==> src/hdl/usf_pkg.sv <==
// package: constants and types of the serial status-flag block
// assumes: one core clock, byte-addressed avalon-mm slave, 32-bit data
package usf_pkg;

    // --------------------------------------------------------------
    // register map (byte addresses)
    // --------------------------------------------------------------
    localparam int unsigned ADDR_W     = 5;
    localparam logic [4:0]  OFS_DATA   = 5'h00;
    localparam logic [4:0]  OFS_STATUS = 5'h04;
    localparam logic [4:0]  OFS_CTRL   = 5'h08;
    localparam logic [4:0]  OFS_EVT    = 5'h0c;
    localparam logic [4:0]  OFS_MASK   = 5'h10;

    // --------------------------------------------------------------
    // field positions
    // --------------------------------------------------------------
    localparam int unsigned ST_TX_EMPTY = 7;
    localparam int unsigned ST_TX_DONE  = 6;
    localparam int unsigned ST_RX_FULL  = 5;
    localparam int unsigned ST_QUIET    = 4;
    localparam int unsigned CT_QSEL     = 6;
    localparam int unsigned CT_RX_IE    = 5;
    localparam int unsigned CT_QUIET_IE = 4;
    localparam int unsigned CT_TX_ON    = 3;
    localparam int unsigned CT_BREAK    = 0;
    localparam int unsigned EV_RX       = 0;
    localparam int unsigned EV_QUIET    = 1;
    localparam int unsigned EV_TX_DONE  = 2;

    // --------------------------------------------------------------
    // reset values
    // --------------------------------------------------------------
    localparam logic [7:0] CTRL_RST = 8'h00;
    localparam logic [2:0] EVT_RST  = 3'h0;
    localparam logic [2:0] MASK_RST = 3'h0;

    // --------------------------------------------------------------
    // timing counts
    // --------------------------------------------------------------
    localparam int unsigned BIT_CYCLES    = 16;
    localparam int unsigned FRAME_BITS    = 10;
    localparam int unsigned QUIET_BITS    = 10;
    localparam int unsigned QUIET_CYCLES  = QUIET_BITS * BIT_CYCLES;
    localparam int unsigned TIMER_W       = 8;
    localparam logic [7:0]  BIT_LAST      = 8'(BIT_CYCLES - 1);
    localparam logic [7:0]  BIT_HALF      = 8'(BIT_CYCLES / 2 - 1);
    localparam logic [3:0]  FRAME_LAST    = 4'(FRAME_BITS - 1);
    localparam logic [2:0]  DATA_LAST     = 3'h7;
    localparam logic [8:0]  QUIET_LAST    = 9'(QUIET_CYCLES - 1);

    // --------------------------------------------------------------
    // state types
    // --------------------------------------------------------------
    typedef enum logic [1:0] {RX_WAIT, RX_START, RX_DATA, RX_STOP} usf_rx_state_type;
    typedef enum logic       {TX_IDLE, TX_SHIFT} usf_tx_state_type;

endpackage

==> src/hdl/usf_rx_if.sv <==
// interface: receive monitor to flag core
// assumes: both ends run on the same core clock
`timescale 1ns/10ps
interface usf_rx_if;
    logic       quiet_start_select;
    logic       char_done;
    logic [7:0] char_data;
    logic       quiet_hit;

    modport mon  (input quiet_start_select, output char_done, char_data, quiet_hit);
    modport core (output quiet_start_select, input char_done, char_data, quiet_hit);
endinterface

==> src/hdl/usf_rx_monitor.sv <==
// receive line monitor: character framing and quiet-line timing
// assumes: 8n1 frames at BIT_CYCLES core clocks per bit, line idles high
`timescale 1ns/10ps
module usf_rx_monitor
    import usf_pkg::*;
(
    // clock and reset
    input  wire logic  i_core_clk,
    input  wire logic  i_sys_rst,
    // serial line
    input  wire logic  i_rx_pin,
    // flag core
    usf_rx_if.mon      rx
);

    logic             rx_meta;
    logic             rx_line;
    usf_rx_state_type state;
    usf_rx_state_type next_state;
    logic [7:0]       timer;
    logic [2:0]       bit_idx;
    logic [7:0]       shift;
    logic [8:0]       quiet_cnt;
    logic             mid_bit;
    logic             quiet_clear;

    // --------------------------------------------------------------
    // line synchroniser
    // --------------------------------------------------------------
    always_ff @(posedge i_core_clk or posedge i_sys_rst) begin
        if (i_sys_rst) begin
            rx_meta <= 1'b1;
            rx_line <= 1'b1;
        end else begin
            rx_meta <= i_rx_pin;
            rx_line <= rx_meta;
        end
    end

    // --------------------------------------------------------------
    // framing
    // --------------------------------------------------------------
    assign mid_bit = (state == RX_START) ? (timer == BIT_HALF) : (timer == BIT_LAST);

    always_comb begin
        next_state = state;
        case (state)
            RX_WAIT:  if (!rx_line) next_state = RX_START;
            RX_START: if (mid_bit) next_state = rx_line ? RX_WAIT : RX_DATA;
            RX_DATA:  if (mid_bit && bit_idx == DATA_LAST) next_state = RX_STOP;
            RX_STOP:  if (mid_bit) next_state = RX_WAIT;
            default:  next_state = RX_WAIT;
        endcase
    end

    // timer restarts on every sampled bit; data shifts in lsb first
    always_ff @(posedge i_core_clk or posedge i_sys_rst) begin
        if (i_sys_rst) begin
            state        <= RX_WAIT;
            timer        <= 8'h00;
            bit_idx      <= 3'h0;
            shift        <= 8'h00;
            rx.char_done <= 1'b0;
            rx.char_data <= 8'h00;
        end else begin
            state        <= next_state;
            timer        <= (state == RX_WAIT || mid_bit) ? 8'h00 : timer + 8'h01;
            rx.char_done <= (state == RX_STOP) && mid_bit;
            if (state == RX_DATA && mid_bit) begin
                shift   <= {rx_line, shift[7:1]};
                bit_idx <= bit_idx + 3'h1;
            end
            if (state == RX_START) begin
                bit_idx <= 3'h0;
            end
            if (state == RX_STOP && mid_bit) begin
                rx.char_data <= shift;
            end
        end
    end

    // --------------------------------------------------------------
    // quiet-line counter
    // --------------------------------------------------------------
    // select clear: high time counts from after the start bit, so an
    // all-ones character already counts; select set: counting starts at the mid-bit sample of the stop bit
    assign quiet_clear = !rx_line || state == RX_START
                         || (rx.quiet_start_select && state != RX_WAIT);

    // counter saturates, so the hit fires once per quiet stretch
    always_ff @(posedge i_core_clk or posedge i_sys_rst) begin
        if (i_sys_rst) begin
            quiet_cnt    <= 9'h000;
            rx.quiet_hit <= 1'b0;
        end else begin
            rx.quiet_hit <= !quiet_clear && quiet_cnt == QUIET_LAST;
            if (quiet_clear) begin
                quiet_cnt <= 9'h000;
            end else if (quiet_cnt <= QUIET_LAST) begin
                quiet_cnt <= quiet_cnt + 9'h001;
            end
        end
    end

endmodule

==> src/hdl/usf_uart_status.sv <==
// serial transceiver status flags with avalon-mm register slave
// assumes: single core clock, software on the bus, remote peer on the lines
//
// Operation
// - transmit-empty flag in bit 7, set from reset and when buffer can take a byte.
// - data register write clears transmit-empty flag.
// - transmit-complete flag in bit 6 set at reset and when all shifting ends.
// - data write, transmitter turn-on or break request clears transmit-complete.
// - transmit-complete reads 0 during data, preamble or break, 1 when done.
// - receive-full flag in bit 5 set while a received character waits.
// - data register read clears receive-full flag.
// - quiet flag in bit 4 set after a full character time of high line.
// - select clear: quiet counting starts after the start bit.
// - select set: quiet counting starts only after the stop bit; here it starts once the stop bit is sampled at mid-bit.
// - writing 1 to quiet bit clears it; writing 0 leaves it.
// - quiet flag rearms only after a new character sets receive-full.
// - quiet flag sets once per quiet stretch, however long.
// - receive interrupt enable requests interrupt while receive-full is 1.
// - quiet interrupt enable requests interrupt while quiet flag is 1.
//
// Our own choice: the Avalon-MM register port.
`timescale 1ns/10ps
module usf_uart_status
    import usf_pkg::*;
(
    // clock and reset
    input  wire logic              i_core_clk,
    input  wire logic              i_sys_rst,
    // avalon-mm slave
    input  wire logic [ADDR_W-1:0] i_avs_address,
    input  wire logic              i_avs_read,
    input  wire logic              i_avs_write,
    input  wire logic [31:0]       i_avs_writedata,
    output logic      [31:0]       o_avs_readdata,
    output logic                   o_avs_waitrequest,
    // serial lines
    input  wire logic              i_rx_pin,
    output logic                   o_tx_pin,
    output logic                   o_tx_oe,
    // interrupt
    output logic                   o_irq
);

    usf_rx_if rx ();

    logic             ack;
    logic             req;
    logic             wr_acc;
    logic             rd_acc;
    logic             wr_data;
    logic             rd_data;
    logic             wr_status;
    logic             wr_ctrl;
    logic             wr_evt;
    logic             wr_mask;
    logic [31:0]      rd_mux;
    logic [7:0]       ctrl;
    logic [2:0]       evt;
    logic [2:0]       mask;
    logic [7:0]       status;
    logic [7:0]       tx_buf;
    logic             tx_empty;
    logic             tx_done;
    logic             tx_on_q;
    logic             tx_on_rise;
    logic             break_write;
    logic             pend_pre;
    logic             pend_brk;
    usf_tx_state_type tx_state;
    logic [9:0]       tx_shift;
    logic [3:0]       tx_bits;
    logic [7:0]       tx_timer;
    logic             tx_load;
    logic             tx_bit_end;
    logic             tx_last;
    logic             tx_done_set;
    logic             tx_done_clr;
    logic [7:0]       rx_buf;
    logic             rx_full;
    logic             quiet;
    logic             quiet_armed;
    logic             quiet_set;
    logic             quiet_clr;
    logic [2:0]       evt_hit;

    // decodes one register address
    function automatic logic hit(input logic [ADDR_W-1:0] a, input logic [ADDR_W-1:0] ofs);
        hit = (a == ofs);
    endfunction

    // --------------------------------------------------------------
    // bus slave
    // --------------------------------------------------------------
    // one wait cycle per access: the read mux is registered in the wait
    // cycle, so read data stand at the edge where waitrequest drops
    assign req               = i_avs_read || i_avs_write;
    assign o_avs_waitrequest = req && !ack;
    assign wr_acc            = i_avs_write && ack;
    assign rd_acc            = i_avs_read && ack;
    assign wr_data           = wr_acc && hit(i_avs_address, OFS_DATA);
    assign rd_data           = rd_acc && hit(i_avs_address, OFS_DATA);
    assign wr_status         = wr_acc && hit(i_avs_address, OFS_STATUS);
    assign wr_ctrl           = wr_acc && hit(i_avs_address, OFS_CTRL);
    assign wr_evt            = wr_acc && hit(i_avs_address, OFS_EVT);
    assign wr_mask           = wr_acc && hit(i_avs_address, OFS_MASK);

    // status word; reading it has no side effect
    assign status = {tx_empty, tx_done, rx_full, quiet, 4'h0};

    // read mux; unmapped addresses read zero
    assign rd_mux = hit(i_avs_address, OFS_DATA)   ? {24'h000000, rx_buf} :
                    hit(i_avs_address, OFS_STATUS) ? {24'h000000, status} :
                    hit(i_avs_address, OFS_CTRL)   ? {24'h000000, ctrl}   :
                    hit(i_avs_address, OFS_EVT)    ? {29'h0, evt}         :
                    hit(i_avs_address, OFS_MASK)   ? {29'h0, mask}        :
                    32'h00000000;

    always_ff @(posedge i_core_clk or posedge i_sys_rst) begin
        if (i_sys_rst) begin
            ack            <= 1'b0;
            o_avs_readdata <= 32'h00000000;
        end else begin
            ack <= req && !ack;
            if (i_avs_read && !ack) begin
                o_avs_readdata <= rd_mux;
            end
        end
    end

    // --------------------------------------------------------------
    // control, event and mask registers
    // --------------------------------------------------------------
    assign tx_on_rise  = wr_ctrl && i_avs_writedata[CT_TX_ON] && !ctrl[CT_TX_ON];
    assign break_write = wr_ctrl && i_avs_writedata[CT_BREAK];
    assign evt_hit     = {tx_done_set && !tx_done, quiet_set, rx.char_done};

    // event bits: hardware set wins over a write-one clear in the same cycle
    always_ff @(posedge i_core_clk or posedge i_sys_rst) begin
        if (i_sys_rst) begin
            ctrl <= CTRL_RST;
            evt  <= EVT_RST;
            mask <= MASK_RST;
        end else begin
            if (wr_ctrl) ctrl <= i_avs_writedata[7:0];
            if (wr_mask) mask <= i_avs_writedata[2:0];
            evt <= (evt & ~(wr_evt ? i_avs_writedata[2:0] : 3'h0)) | evt_hit;
        end
    end

    assign rx.quiet_start_select = ctrl[CT_QSEL];

    // level interrupt: enabled flags plus unmasked sticky events
    assign o_irq = (rx_full && ctrl[CT_RX_IE])
                   || (quiet && ctrl[CT_QUIET_IE])
                   || (|(evt & mask));

    // --------------------------------------------------------------
    // transmit buffer and empty flag
    // --------------------------------------------------------------
    // the shifter takes the buffer only in a cycle without a data write,
    // so a load never collides with a refill
    assign tx_load = tx_state == TX_IDLE && !tx_empty && !wr_data && !pend_pre && !pend_brk;

    always_ff @(posedge i_core_clk or posedge i_sys_rst) begin
        if (i_sys_rst) begin
            tx_buf   <= 8'h00;
            tx_empty <= 1'b1;
        end else begin
            if (wr_data) begin
                tx_buf   <= i_avs_writedata[7:0];
                tx_empty <= 1'b0;
            end else if (tx_load) begin
                tx_empty <= 1'b1;
            end
        end
    end

    // --------------------------------------------------------------
    // preamble and break queue
    // --------------------------------------------------------------
    // a queued preamble or break goes out before any waiting data byte
    always_ff @(posedge i_core_clk or posedge i_sys_rst) begin
        if (i_sys_rst) begin
            tx_on_q  <= 1'b0;
            pend_pre <= 1'b0;
            pend_brk <= 1'b0;
        end else begin
            tx_on_q <= ctrl[CT_TX_ON];
            if (ctrl[CT_TX_ON] && !tx_on_q) begin
                pend_pre <= 1'b1;
            end else if (tx_state == TX_IDLE && !pend_brk) begin
                pend_pre <= 1'b0;
            end
            if (break_write) begin
                pend_brk <= 1'b1;
            end else if (tx_state == TX_IDLE) begin
                pend_brk <= 1'b0;
            end
        end
    end

    // --------------------------------------------------------------
    // transmit shifter
    // --------------------------------------------------------------
    assign tx_bit_end = tx_timer == BIT_LAST;
    assign tx_last    = tx_bit_end && tx_bits == FRAME_LAST;

    // frames go lsb first: start, eight data bits, stop
    always_ff @(posedge i_core_clk or posedge i_sys_rst) begin
        if (i_sys_rst) begin
            tx_state <= TX_IDLE;
            tx_shift <= 10'h3ff;
            tx_bits  <= 4'h0;
            tx_timer <= 8'h00;
            o_tx_pin <= 1'b1;
        end else begin
            case (tx_state)
                TX_IDLE: begin
                    tx_bits  <= 4'h0;
                    tx_timer <= 8'h00;
                    o_tx_pin <= 1'b1;
                    if (pend_brk) begin
                        tx_shift <= 10'h000;
                        tx_state <= TX_SHIFT;
                    end else if (pend_pre) begin
                        tx_shift <= 10'h3ff;
                        tx_state <= TX_SHIFT;
                    end else if (tx_load) begin
                        tx_shift <= {1'b1, tx_buf, 1'b0};
                        tx_state <= TX_SHIFT;
                    end
                end
                TX_SHIFT: begin
                    o_tx_pin <= tx_shift[0];
                    tx_timer <= tx_bit_end ? 8'h00 : tx_timer + 8'h01;
                    if (tx_bit_end) begin
                        tx_shift <= {1'b1, tx_shift[9:1]};
                        tx_bits  <= tx_bits + 4'h1;
                    end
                    if (tx_last) tx_state <= TX_IDLE;
                end
                default: tx_state <= TX_IDLE;
            endcase
        end
    end

    // pin is driven while enabled, while shifting, and until a low last bit
    // has left the pin flop, so a break never ends on a released line
    assign o_tx_oe = ctrl[CT_TX_ON] || tx_state == TX_SHIFT || !o_tx_pin;

    // --------------------------------------------------------------
    // transmission complete
    // --------------------------------------------------------------
    // clear sources start new activity, so they win over the set term
    assign tx_done_clr = wr_data || tx_on_rise || break_write;
    // a turn-on still in the edge detector holds the set off one more cycle
    assign tx_done_set = tx_empty && tx_state == TX_IDLE && !pend_pre && !tx_load
                         && !pend_brk && !(ctrl[CT_TX_ON] && !tx_on_q);

    always_ff @(posedge i_core_clk or posedge i_sys_rst) begin
        if (i_sys_rst) begin
            tx_done <= 1'b1;
        end else if (tx_done_clr) begin
            tx_done <= 1'b0;
        end else begin
            tx_done <= tx_done_set;
        end
    end

    // --------------------------------------------------------------
    // receive buffer and full flag
    // --------------------------------------------------------------
    // a new character wins over a data read in the same cycle
    always_ff @(posedge i_core_clk or posedge i_sys_rst) begin
        if (i_sys_rst) begin
            rx_buf  <= 8'h00;
            rx_full <= 1'b0;
        end else begin
            if (rx.char_done) begin
                rx_buf  <= rx.char_data;
                rx_full <= 1'b1;
            end else if (rd_data) begin
                rx_full <= 1'b0;
            end
        end
    end

    // --------------------------------------------------------------
    // quiet-line flag
    // --------------------------------------------------------------
    assign quiet_set = rx.quiet_hit && quiet_armed;
    assign quiet_clr = wr_status && i_avs_writedata[ST_QUIET];

    // arming happens with each received character and is used up by a set
    always_ff @(posedge i_core_clk or posedge i_sys_rst) begin
        if (i_sys_rst) begin
            quiet       <= 1'b0;
            quiet_armed <= 1'b0;
        end else begin
            if (rx.char_done) begin
                quiet_armed <= 1'b1;
            end else if (quiet_set) begin
                quiet_armed <= 1'b0;
            end
            if (quiet_set) begin
                quiet <= 1'b1;
            end else if (quiet_clr) begin
                quiet <= 1'b0;
            end
        end
    end

    // --------------------------------------------------------------
    // receive monitor
    // --------------------------------------------------------------
    usf_rx_monitor u_rx_monitor (
        .i_core_clk (i_core_clk),
        .i_sys_rst  (i_sys_rst),
        .i_rx_pin   (i_rx_pin),
        .rx         (rx.mon)
    );

endmodule

==> config.mk <==
export PLATFORM = sky130hd
export DESIGN_NAME = usf_uart_status
export DESIGN_NICKNAME = d
export VERILOG_FILES = /design/src/hdl/usf_pkg.sv /design/src/hdl/usf_rx_if.sv /design/src/hdl/usf_rx_monitor.sv /design/src/hdl/usf_uart_status.sv
export SDC_FILE = /design/constraint.sdc
export NUM_CORES = 1
export LEC_CHECK = 0
export BUFFER_PORTS_ARGS = -buffer_cell sky130_fd_sc_hd__buf_2
export CAP_MARGIN = 20
export CORE_AREA = 3 3 111 113
export CTS_CLUSTER_DIAMETER = 100
export DETAILED_ROUTE_END_ITERATION = 8
export DIE_AREA = 0 0 114 116
export PLACE_DENSITY = 0.69
export SETUP_SLACK_MARGIN = 0.15
export SYNTH_ARGS = -nofsm -noshare
export SYNTH_HDL_FRONTEND = slang
export SYNTH_SLANG_ARGS = --single-unit
==> constraint.sdc <==
create_clock -name i_core_clk -period 3.7 [get_ports i_core_clk]
set_input_delay 0.74 -clock i_core_clk [delete_from_list [all_inputs] [get_ports i_core_clk]]
set_output_delay 0.74 -clock i_core_clk [all_outputs]
set_load 0.05 [all_outputs]
# Word-level counts from Yosys, hierarchy flattened
# Cells that the tools add are included.
# classes
add_sub_neg	5
order_cmp	1
eq_ne	20
muxes	46
bitwise_logic	5
n_reduce_logical	71
# ops
op	count
$mux 10	4
$mux 8	5
$logic_and 1x1->1	35
$pmux 10 s2	1
$mux 1	18
$mux 9	2
$add 8x1->8 const B	2
$eq 8x4->1 const B	2
$pmux 8 s2	1
$reduce_bool 2->1	8
$mux 3	5
$logic_not 1->1	13
$eq 5x4->1 const B	2
$logic_or 1x1->1	10
$mux 2	5
$add 9x1->9 const B	1
$eq 9x8->1 const B	1
$le 9x8->1 const B	1
$eq 8x3->1 const B	1
$ne 2x1->1 const B	4
$pmux 2 s4	1
$pmux 4 s2	1
$and 3x3->3	2
$eq 5x3->1 const B	1
other kinds (19)	22
# totals
register_bits	137
input_bits	42
wordCells	178

# Longest topological paths before layout
# Gate-level depths: netlist of run 1.
# depth
depth_word	12
depth_mapped	6
mapped_depth_nobuf	5

# Cells and area by module
# From an unflattened synthesis of run 1, not the netlist that was laid out.
# hier_totals
cells_unflattened	477
area_unflattened_um2	5373.9
# modules_own_cells
module	n_inst	cells_each	area_each_um2	seq_area_each_um2
usf_uart_status	1	319	3472.1	1793.0
usf_rx_monitor	1	158	1901.8	1053.5

# Worst setup path before layout of run 1
# Ideal clock, no wire load.
# synth_timing
path_kind	input-to-output
from	input port i_avs_write
to	output port o_avs_waitrequest
t_arrival_ps	1437
setup_slack_ps	1523
cell_stages	2
path_buffers	0
path_cell_list	nor2_1 nor2_1
# synth_via
elab_chain_cells	2
# synth_rtl
element	line	source
from (decl)	usf_uart_status.sv:32	input wire logic i_avs_write,
$logic_or 1x1->1	usf_uart_status.sv:96	assign req = i_avs_read || i_avs_write;
$logic_and 1x1->1	usf_uart_status.sv:97	assign o_avs_waitrequest = req && !ack;
to (decl)	usf_uart_status.sv:35	output logic o_avs_waitrequest,
# No other way between the ends.

# Final worst setup path of run 1
# layout_timing
from	register rx_full
to	output port o_irq
# layout_via
elab_chain_cells	3
# layout_rtl
element	line	source
from (decl)	usf_uart_status.sv:79	logic rx_full;
from (signal assigned)	usf_uart_status.sv:277	rx_full <= 1'b0;
from (signal assigned)	usf_uart_status.sv:281	rx_full <= 1'b1;
from (signal assigned)	usf_uart_status.sv:283	rx_full <= 1'b0;
$logic_and 1x1->1	usf_uart_status.sv:153	assign o_irq = (rx_full && ctrl[CT_RX_IE])
$logic_or 1x1->1	usf_uart_status.sv:154	|| (quiet && ctrl[CT_QUIET_IE])
$logic_or 1x1->1	usf_uart_status.sv:155	|| (|(evt & mask));
to (decl)	usf_uart_status.sv:41	output logic o_irq
# No other way between the ends.

==> results of run 1 <==
==> cell usage in the layout (no fill, tap or decap), types with 6 or more instances in the layout <==
cell type,Yosys,final
sky130_fd_sc_hd__dfstp_2,15,15
sky130_fd_sc_hd__inv_1,13,12
sky130_fd_sc_hd__conb_1,1,24
sky130_fd_sc_hd__mux2i_1,7,7
sky130_fd_sc_hd__buf_2,0,29
sky130_fd_sc_hd__nand2_1,36,36
sky130_fd_sc_hd__mux2_2,50,50
sky130_fd_sc_hd__clkbuf_16,0,17
sky130_fd_sc_hd__nor2_1,40,40
sky130_fd_sc_hd__xnor2_1,10,10
sky130_fd_sc_hd__a22o_1,10,10
sky130_fd_sc_hd__dfrtp_1,98,98
sky130_fd_sc_hd__nand3_1,19,19
sky130_fd_sc_hd__nand2b_1,9,9
sky130_fd_sc_hd__a21oi_1,6,6
sky130_fd_sc_hd__xor2_1,9,9
sky130_fd_sc_hd__o21ai_0,19,19
sky130_fd_sc_hd__and3_1,8,8
sky130_fd_sc_hd__o31ai_1,9,9
sky130_fd_sc_hd__ha_1,7,7
==> state kept, by name, summed over array words and instances, names as in the netlist, 3 cells and up, named ones only <==
name / cells
evt: 3
tx_bits: 4
ctrl: 8
u_rx_monitor.rx.char_data: 8
mask: 3
tx_buf: 8
u_rx_monitor.bit_idx: 3
tx_timer: 8
u_rx_monitor.quiet_cnt: 9
rx_buf: 8
u_rx_monitor.timer: 8
tx_shift: 10
o_avs_readdata: 8
u_rx_monitor.shift: 8
==> routing by layer <==
layer	up-vias	track usage (%)
met3	8	5.48
li1	1664	-
met1	1759	20.4
met2	50	27.6
met4	0	4.28
met5	-	0
==> worst max path at each step <==
stage | from | to | slack [ns] | depth (start not counted)
floorplan | i_avs_write | o_avs_waitrequest | 1.52 | 2
global placement | i_avs_address[2] | tx_buf[3] | 1.26 | 4
detailed placement | i_avs_address[2] | tx_buf[7] | 1.22 | 4
CTS | rx_full | o_irq | 1.45 | 3
global route | rx_full | o_irq | 1.39 | 3
finish | rx_full | o_irq | 1.47 | 3
==> kinds of logic (layout without fill, tap and decap cells) <==
| family | after synthesis | after routing | synth area share (%) |
|---|---|---|---|
| simple gates | 148 | 148 | 14.5 |
| flops | 113 | 113 | 53.5 |
| compound gates | 67 | 67 | 9.57 |
| mux | 57 | 57 | 11.9 |
| buf+inv | 54 | 78 | 5.65 |
| xor+xnor | 19 | 19 | 3.13 |
| fa+ha+maj | 7 | 7 | 1.65 |
| other cells | 1 | 24 | 0.0705 |
==> power groups by stage <==
stage	Clock, mW	Combinational, mW	Sequential, mW
4_1_cts	1.63	0.392	1.43
5_1_grt	1.69	0.434	1.45
3_5_place_dp	0	0.390	1.45
6_report	1.59	0.386	1.43
3_3_place_gp	0	0.376	1.45
2_1_floorplan	0	0.357	1.41
==> cell type report <==
| cell class | instances | area, um2 |
|---|---|---|
| Inverter | 14 | 56.3 |
| Timing Repair Buffer | 32 | 168 |
| Clock inverter | 10 | 108 |
| Tap cell | 143 | 179 |
| Fill cell | 1012 | 5320 |
| Clock buffer | 22 | 484 |
| Sequential cell | 113 | 2850 |
| Multi-Input combinational cell | 322 | 2260 |
==> per-stage QoR <==
step | util, % | power [mW] | cells | cell area (um2) | worst slack, ns
finish | 53.4 | 3.41 | 656 | 6100 | 1.47
CTS | 53.4 | 3.46 | 656 | 6100 | 1.45
detailed placement | 48.2 | 1.84 | 624 | 5510 | 1.22
global route | 53.4 | 3.57 | 656 | 6100 | 1.39
global placement | 48.2 | 1.82 | 624 | 5510 | 1.26
floorplan | - | 1.77 | 489 | 5410 | 1.52
==> summary.md, run 1 <==
| Metric | Value |
|---|---|
| Run status | complete, no violations |
| Total of cells resized after clock tree synthesis | 0 |
| Count of pins on the block boundary | 78 |
| Layout Skew | ~0.0065 ns |
| Post-detailed-route via-to-cell ratio | about 5.3 |
| Cell types with the highest counts after synthesis | sky130_fd_sc_hd__dfrtp_1, sky130_fd_sc_hd__mux2_2, sky130_fd_sc_hd__nor2_1 |
| Area share of the largest cell type after synthesis | a little under half |
| Crit path launch type | flip-flop |
| Critical Path Slowest Stage Cell | sky130_fd_sc_hd__dfrtp_1 |
| Number of nets in the finished design | about 550 |
| Endpoint of the worst register-to-register path | tx_shift[5] |
| Antenna viol nets, final | 0 |
| Post-synth cell types | 58 |
| Clock group share of total power | a little under half |
| Number of hold-slack violations in the final timing report | 0 |
| Pin count of the biggest net entering global routing | 67 |
| Length of routed met2 wiring | approximately 5200 um |
| Hold worst-path end | u_rx_monitor.rx_line |
| Cells on worst reg2reg path | 4 |
| Clock Latency Late Sink | between 0.4 and 0.5 ns |
| Worst min-delay path startpoint | u_rx_monitor.rx_meta |
| Sequential cell area fraction in the yosys report | around 54% |
| Critical path buffer and inverter count | 1 |
| DRC | 0 |
| Largest stage delay on the critical path | 0.41 ns |
| Height of the die | approximately 120 um |
| Die footprint | around 13000 um2 |
| RePlAce Congestion | between 0.8 and 0.9 |
| Static power due to leakage | 2.87 nW |
| Min-delay worst type | flip-flop to flip-flop |
| Internal power contribution | between 2 and 3 mW |
| First-pass GRT wire length | 16900 um |
| Main synth FF type | sky130_fd_sc_hd__dfrtp_1 |
| Initial cell density of the core | 46.6% |
| Number of global-route vias before repair | 3514 |
| Global-route usage over all layers | 16.4% |
| Avg WL per Cell | between 15 and 20 um |
| Worst Setup Path Type | flip-flop to primary output |
| Average cell area after synthesis | between 10 and 15 um2 |
| Met3 WL | about 370 um |
| Ordered list of cells on the worst path | a222oi_1 > nand2_1 > buf_2 |
| Count of routing violations after the opening detailed-route iteration | 195 |
| Worst-case hold slack | 0.354 ns |
| Met1 layer wirelength in the final routing | approximately 4500 um |
| Clock slew seen by the registers of the worst setup and hold paths | about 0.05 ns |
| Clock H-tree levels | 4 |
| Antenna fix cells | 0 |
| Relative area change from synthesis to final layout | 14.7% |
| Final setup fails | 0 |
| Sequential power share | 42.0% |
| Slew Limit Fails | 0 |
| Maximum vdd drop | about 0.39 mV |
| Cell family contributing the most delay on the critical path | flip-flops |
| Buffer levels on the longest clock path | 2 |
| Ratio of cells with drive above 1 in the final layout | roughly 28% |
| Initial antenna violation count | 0 |
| Pwr per Cell Area | 559 nW/um2 |
| Core Region | 11400 um2 |
| Post-route minimum period | ~2.2 ns |
| RSZ-0062 raised after global routing | no |
| Site Rows | 39 |
| Total wire length | ~10000 um |
| Quantity of I/O buffers inserted on ports | 29 |
| First-pass iteration count of the detailed router | 4 |
| Setup fix buffers added after clock tree synthesis | 0 |
| Post-detailed-placement half-perimeter wirelength | a little over 7000 um |
| Synthesized flop and latch total | between 100 and 150 |
| Flop-to-flop setup slack | approximately 1.7 ns |
| Post-synth ARST share | 100% |
| Cell depth of the worst min-delay path | 0 |
| Highest attainable clock frequency | around 0.45 GHz |
| Root buffer cell | sky130_fd_sc_hd__clkbuf_16 |
| Most common cell in the netlist | sky130_fd_sc_hd__dfrtp_1 |
| Main area contributors after synthesis | sky130_fd_sc_hd__dfrtp_1, sky130_fd_sc_hd__mux2_2, sky130_fd_sc_hd__dfstp_2 |
| CTS tree | yes |
| Slew @ Worst Pin | approximately 0.8 ns |
| Gate Count Post-Synth | ~470 |
| Reg2reg start | tx_timer[5] |
| Critical path required time | ~3.0 ns |
| Portion of total power attributed to combinational logic | a little under an eighth |
| Critical Path AT | 1.49 ns |
| CTS buffer count | 17 |
| Switching power total | 0.887 mW |
| Worst slew slack as a fraction of its limit | 46.1% |
| Post-synth design cell area | 5320 um2 |
| Number of enable-type register cells in the synthesized netlist | 0 |
| Endpoint kind of the worst setup timing path | primary output |
| Leading area contributor after synthesis | sky130_fd_sc_hd__dfrtp_1 |
| Total vias in the final route | between 3000 and 4000 |
| Clock Sinks | 113 |
| Max-capacitance violation count | 0 |
| Final TNS setup | 0 ns |
| Horizontal extent of the die | approximately 110 um |
| Switching power as a share of total power | about 26% |
| Total of warnings raised by yosys | 0 |
| Worst Path Max Fanout | 3 |
| Uppermost layer routed | met4 |
| Share of the cycle needed by the critical path after routing | between 60% and 70% |
| Gr ovfl total | 0 |
| Number of buffers inserted by hold repair at cts | 0 |
Note: power is estimated with default switching activity, not from simulation.
==> inputs of run 2 (changes only) <==
Clock period 3.7 ns to 1.8 ns, I/O delays scaled along.
==> run 2 against run 1 <==
Combinational power grew to 2.7 times the previous value. Cell count increased by 5.9%. Clock-buffer cell count stayed put. Routed wire length is 11% higher. Global-route usage increased by 1.2 points. Worst hold slack worse by 0.30 ns. Core utilization is 4.7 points higher.
==> summary.md, run 2 (same netlist as run 1, synthesis figures left out) <==
| Metric | Value |
|---|---|
| Critical path required time | 1.44 ns (-1.52 ns) |
| Worst-case hold slack | 0.0491 ns (-0.305 ns) |
| First-pass iteration count of the detailed router | 5 (+1) |
| Clock Latency Late Sink | 0.42 ns (about the same) |
| RSZ-0062 raised after global routing | yes |
| Number of hold-slack violations in the final timing report | 0 (unchanged) |
| CTS buffer count | 17 (unchanged) |
| Worst slew slack as a fraction of its limit | 59.0% (+13 points) |
| Initial antenna violation count | 0 (unchanged) |
| Worst path setup slack after routing | 0.00667 ns (-1.46 ns) |
| Quantity of I/O buffers inserted on ports | 29 (unchanged) |
| Core Region | 11400 um2 (unchanged) |
| Post-detailed-placement half-perimeter wirelength | 7240 um (+2.9%) |
| Highest attainable clock frequency | between 0.5 and 0.6 GHz |
| Height of the die | 116 um (unchanged) |
| Pin count of the biggest net entering global routing | 114 (+70%) |
| Horizontal extent of the die | 114 um (unchanged) |
| Post-detailed-route via-to-cell ratio | 5.22 (-1.6%) |
| Endpoint kind of the worst setup timing path | primary output |
| Count of routing violations after the opening detailed-route iteration | 233 (+19%) |
| Number of nets in the finished design | 588 (+7.1%) |
| Most common cell after layout, fill and taps aside | sky130_fd_sc_hd__dfrtp_1 |
| Number of flip-flops in the largest register | 10 (unchanged) |
| Ratio of cells with drive above 1 in the final layout | 36.1% (+8.2 points) |
| Worst Setup Path Type | flip-flop to primary output |
| First-pass GRT wire length | 18200 um (+7.1%) |
| Maximum vdd drop | 1.08 mV (+180%) |
| Relative area change from synthesis to final layout | 24.8% |
| Critical Path Slowest Stage Cell | sky130_fd_sc_hd__dfrtp_1 |
| Number of fill cells | 941 (-7.0%) |
| RePlAce Congestion | 0.809 (-0.85%) |
| DP Worst Slack | -0.0139 ns (-1.24 ns) |
| Root buffer cell | sky130_fd_sc_hd__clkbuf_16 |
| Die footprint | 13200 um2 (unchanged) |
| Total wire length | 11200 um (+11%) |
| Site Rows | 39 (unchanged) |
| Post-detailed-placement cell area | 5760 um2 (+4.6%) |
| Final instance area | 6640 um2 (+8.8%) |
| Initial cell density of the core | 46.6% (unchanged) |
| Static power due to leakage | 3.12 nW (+8.4%) |
| Count of pins on the block boundary | 78 (unchanged) |
| Largest registers | tx_shift x10, u_rx_monitor.quiet_cnt x9 |
| Worst Path Max Fanout | 2 (-1) |
| Buffer levels on the longest clock path | 2 (unchanged) |
| Number of buffers inserted by hold repair at cts | 0 (unchanged) |
| Clock H-tree levels | 4 (unchanged) |
| Largest stage delay on the critical path | 0.40 ns (about the same) |
| Commonest cells after routing, fill and taps aside | sky130_fd_sc_hd__dfrtp_1, sky130_fd_sc_hd__mux2_2, sky130_fd_sc_hd__nor2_1 |
| Final TNS setup | 0 ns (unchanged) |
| Clock Sinks | 113 (unchanged) |
| Register containing the most flip-flops in the final layout | tx_shift |
| Number of global-route vias before repair | 3687 (+4.9%) |
| Run status | complete, no violations |
| Slew Limit Fails | 0 (unchanged) |
| Clock slew seen by the registers of the worst setup and hold paths | 0.05 ns (about the same) |
| Slew @ Worst Pin | 0.615 ns (-0.187 ns) |
| Share of the cycle needed by the critical path after routing | between 90% and 100% |
| DRC | 0 (unchanged) |
| CTS tree | yes |
| Antenna viol nets, final | 0 (unchanged) |
| Antenna fix cells | 0 (unchanged) |
| Min-delay worst type | input port to flip-flop |
| Avg WL per Cell | 16.1 um (+4.8%) |
| Global-route usage over all layers | 17.6% (+1.2 points) |
| Layout Skew | 0.0184 ns (+0.0119 ns) |
| Pwr per Cell Area | 1120 nW/um2 (+100%) |
| Ordered list of cells on the worst path | a222oi_1 > nand2_1 > buf_6 |
| Max-capacitance violation count | 0 (unchanged) |
| Gr ovfl total | 0 (unchanged) |
| Post-route minimum period | between 1.5 and 2 ns |
| Final setup fails | 0 (unchanged) |
| Total vias in the final route | 3628 (+4.2%) |
| Crit path launch type | flip-flop |
| Critical Path AT | 1.43 ns (-0.06 ns) |
-- run 2: repair_timing --
action,4_1_cts,5_1_grt
endpoints found under the hold margin,0,0
pin swaps,6,11
resized for setup,16,22
buffers inserted,9,3
gates cloned,1,1
setup endpoints to repair,39,31
-- run 2: routing by layer --
layer,share of wire [%],global-route usage (%),vias to the layer above,wire (um)
met5,0,0,-,0
met4,0.58,4.67,0,65
met3,2.9,5.54,6,323
met2,53,30.1,56,5880
met1,44,21.7,1819,4910
li1,-,-,1747,-
-- run 2: path summary, 6_finish.rpt --
kind / start / end / slack, ns / cells after the start
max reg2reg: u_rx_monitor.timer[0] / u_rx_monitor.rx.char_data[5] / 0.20 / 5
max: rx_full / o_irq / 0.007 / 3
min reg2reg: u_rx_monitor.rx_meta / u_rx_monitor.rx_line / 0.36 / 0
max in group asynchronous: i_sys_rst / async pin / 1.20 / 3
min: i_rx_pin / u_rx_monitor.rx_meta / 0.05 / 1
min in group asynchronous: i_sys_rst / tx_timer[0] / 0.10 / 3
-- run 2: area by class of cell --
class,instances,area (um2),area share [%]
inverters,14,56.3,0.848
repair buffers,69,505,7.62
clock inverters,10,159,2.39
multi-input cells,324,2430,36.6
clock buffers,22,454,6.84
flip-flops and latches,113,2850,43.0
well taps,143,179,2.70
-- run 2: power by group --
group	internal (mW)	switching [mW]
clock network	2.34	1.11
logic	0.439	0.597
registers	2.74	0.231
total	5.53	1.94
-- run 2: worst max-delay path, delay by kind of cell, from the launching register on --
kind	cells	cell delay, ns
flops	1	0.40
compound gates	1	0.30
buf+inv	1	0.18
simple gates	1	0.14
-- run 2: metrics by stage --
step | utilization (%) | instances | total power [mW]
after floorplan | - | 489 | 3.64
after global placement | 50.4 | 649 | 3.82
after detailed placement | 50.4 | 649 | 3.86
after CTS | 57.1 | 691 | 7.48
after global routing | 58.1 | 695 | 7.79
final | 58.1 | 695 | 7.46
==> inputs of run 3 (changes only) <==
Settings changed: BUFFER_PORTS_ARGS -buffer_cell sky130_fd_sc_hd__buf_2 to -buffer_cell sky130_fd_sc_hd__buf_4.
==> run 3 against run 2 <==
Cell count grew 1.2%. Flip-flop and latch count is the same. Clock skew shrank 0.011 ns. Setup slack gained 0.033 ns. Die area is the same. Critical path depth is the same. Cell area grew 2.9%. First-iteration DRC count grew 15%. Critical path type unchanged. Highest routed layer unchanged.
==> summary.md, run 3 (same netlist as run 1, synthesis figures left out) <==
| Metric | Value |
|---|---|
| Run status | complete, no violations |
| Endpoint kind of the worst setup timing path | primary output |
| Number of flip-flops in the largest register | 10 (unchanged) |
| DP Worst Slack | -0.0273 ns (-0.0134 ns) |
| Area taken by multi-input logic gates | 2440 um2 (+0.41%) |
| Clock Sinks | 113 (unchanged) |
| Horizontal extent of the die | 114 um (unchanged) |
| Post-detailed-placement cell area | 5870 um2 (+1.8%) |
| Pwr per Cell Area | 1100 nW/um2 (-1.9%) |
| Critical path buffer and inverter count | 1 (unchanged) |
| Register containing the most flip-flops in the final layout | tx_shift |
| Number of placed cells counting well taps | 650 (+0.15%) |
| Number of nets in the finished design | 596 (+1.4%) |
| Ratio of cells with drive above 1 in the final layout | 37.3% (+1.3 points) |
| Largest registers | tx_shift x10, u_rx_monitor.quiet_cnt x9 |
| Commonest cells after routing, fill and taps aside | sky130_fd_sc_hd__dfrtp_1, sky130_fd_sc_hd__buf_4, sky130_fd_sc_hd__mux2_2 |
| Ordered list of cells on the worst path | a222oi_1 > nand2_1 > buf_6 |
| Number of hold-slack violations in the final timing report | 0 (unchanged) |
| Post-detailed-placement half-perimeter wirelength | 7520 um (+3.9%) |
| Worst Setup Path Type | flip-flop to primary output |
| Buffer levels on the longest clock path | 2 (unchanged) |
| Layout Utilization | 59.8% (+1.7 points) |
| Antenna viol nets, final | 0 (unchanged) |
| PnR Total Power | 7.53 mW (+0.91%) |
| Total wire length | 11500 um (+2.8%) |
| Final Non-Filler Cells | 703 (+1.2%) |
| Core Region | 11400 um2 (unchanged) |
| Cell family contributing the most delay on the critical path | flip-flops |
| RSZ-0062 raised after global routing | yes |
| Critical path required time | 1.44 ns (about the same) |
| DRC | 0 (unchanged) |
| Height of the die | 116 um (unchanged) |
| Critical Path AT | 1.40 ns (-0.03 ns) |
| Number of global-route vias before repair | 3717 (+0.81%) |
| Antenna fix cells | 0 (unchanged) |
| RePlAce Congestion | 0.799 (-1.3%) |
| Site Rows | 39 (unchanged) |
| CTS tree | yes |
| Total vias in the final route | 3704 (+2.1%) |
| Final instance area | 6830 um2 (+2.9%) |
| Worst-case hold slack | 0.0626 ns (+0.0135 ns) |
| Initial cell density of the core | 46.6% (unchanged) |
| Worst path setup slack after routing | 0.0396 ns (+0.0330 ns) |
| Avg WL per Cell | 16.3 um (+1.6%) |
| CTS buffer count | 17 (unchanged) |
| Count of routing violations after the opening detailed-route iteration | 268 (+15%) |
| Post-detailed-route via-to-cell ratio | 5.27 (+0.93%) |
| Max-capacitance violation count | 0 (unchanged) |
| Clock slew seen by the registers of the worst setup and hold paths | 0.05 ns (about the same) |
| Crit path launch type | flip-flop |
| Die footprint | 13200 um2 (unchanged) |
| Slew Limit Fails | 0 (unchanged) |
| Post-route minimum period | 1.76 ns (-0.0330 ns) |
| Final TNS setup | 0 ns (unchanged) |
| Initial antenna violation count | 0 (unchanged) |
| Largest stage delay on the critical path | 0.41 ns (about the same) |
| Gr ovfl total | 0 (unchanged) |
| Clock H-tree levels | 4 (unchanged) |
| Layout Skew | 0.00751 ns (-0.0109 ns) |
| First-pass iteration count of the detailed router | 4 (-1) |
| Root buffer cell | sky130_fd_sc_hd__clkbuf_16 |
| Final setup fails | 0 (unchanged) |
| Storage element area | 2850 um2 (about the same) |
| Count of pins on the block boundary | 78 (unchanged) |
| Number of fill cells | 906 (-3.7%) |
| Relative area change from synthesis to final layout | 28.3% |
| Pin count of the biggest net entering global routing | 64 (-44%) |
| Maximum vdd drop | 0.973 mV (-10%) |
| Static power due to leakage | 3.20 nW (+2.5%) |
| Quantity of I/O buffers inserted on ports | 29 (unchanged) |
| Most common cell after layout, fill and taps aside | sky130_fd_sc_hd__dfrtp_1 |
| Min-delay worst type | input port to flip-flop |
| Worst Path Max Fanout | 3 (+1) |
| First-pass GRT wire length | 18500 um (+2.1%) |
| Share of the cycle needed by the critical path after routing | 97.8% (-1.8 points) |
| Highest attainable clock frequency | 0.568 GHz (+1.9%) |
| Clock Latency Late Sink | 0.40 ns (-0.02 ns) |
| Critical Path Slowest Stage Cell | sky130_fd_sc_hd__dfrtp_1 |
| Global-route usage over all layers | 18.0% (+0.43 points) |
-- run 3: changes by cell type in the layout (fill, tap and decap cells not counted), moves of 3 or more --
cell                       before  now
sky130_fd_sc_hd__buf_4         36   66
sky130_fd_sc_hd__nor2_1        39   35
sky130_fd_sc_hd__clkbuf_8       1    4
sky130_fd_sc_hd__mux2_4         8   11
sky130_fd_sc_hd__buf_2         26    0
sky130_fd_sc_hd__mux2_2        42   39
sky130_fd_sc_hd__buf_12         3    6
-- run 3: cell type report --
cell class | count | share of cell area, %
Tap cell | 143 | 2.62
Multi-Input combinational cell | 323 | 35.7
Clock inverter | 9 | 1.89
Inverter | 14 | 0.861
Timing Repair Buffer | 78 | 9.99
Sequential cell | 113 | 41.8
Clock buffer | 23 | 7.15
-- run 3: final timing paths --
| kind | startpoint | to | slack [ns] | cells past startpoint |
|---|---|---|---|---|
| worst max-delay path | evt[2] | o_irq | 0.04 | 3 |
| worst min-delay path | i_rx_pin | u_rx_monitor.rx_meta | 0.06 | 1 |
| worst max register to register | u_rx_monitor.timer[5] | u_rx_monitor.shift[5] | 0.10 | 5 |
| worst min register to register | u_rx_monitor.rx_meta | u_rx_monitor.rx_line | 0.36 | 0 |
| max in group asynchronous | i_sys_rst | u_rx_monitor.rx_meta | 0.70 | 4 |
| min in group asynchronous | i_sys_rst | tx_timer[3] | 0.46 | 3 |
-- run 3: metal layers --
| metal | track usage (%) | share of wire [%] | vias up |
|---|---|---|---|
| li1 | - | - | 1762 |
| met5 | 0 | 0 | - |
| met1 | 22.0 | 43 | 1865 |
| met3 | 4.39 | 3.4 | 13 |
| met4 | 6.89 | 1.3 | 0 |
| met2 | 31.0 | 52 | 64 |
-- run 3: timing repair --
action / 4_1_cts / 5_1_grt
endpoints found under the setup margin: 39 / 40
pin swaps: 5 / 18
buffers inserted: 10 / 9
resized for setup: 12 / 33
hold buffers: 1 / 0
hold endpoints to repair: 8 / 0
cloned: 1 / 0
-- run 3: where the power goes --
group          total, mW  switching (mW)  internal [mW]
Combinational       1.13           0.639          0.491
Clock               3.44            1.12           2.32
Sequential          2.96           0.222           2.74
Total               7.53            1.98           5.55
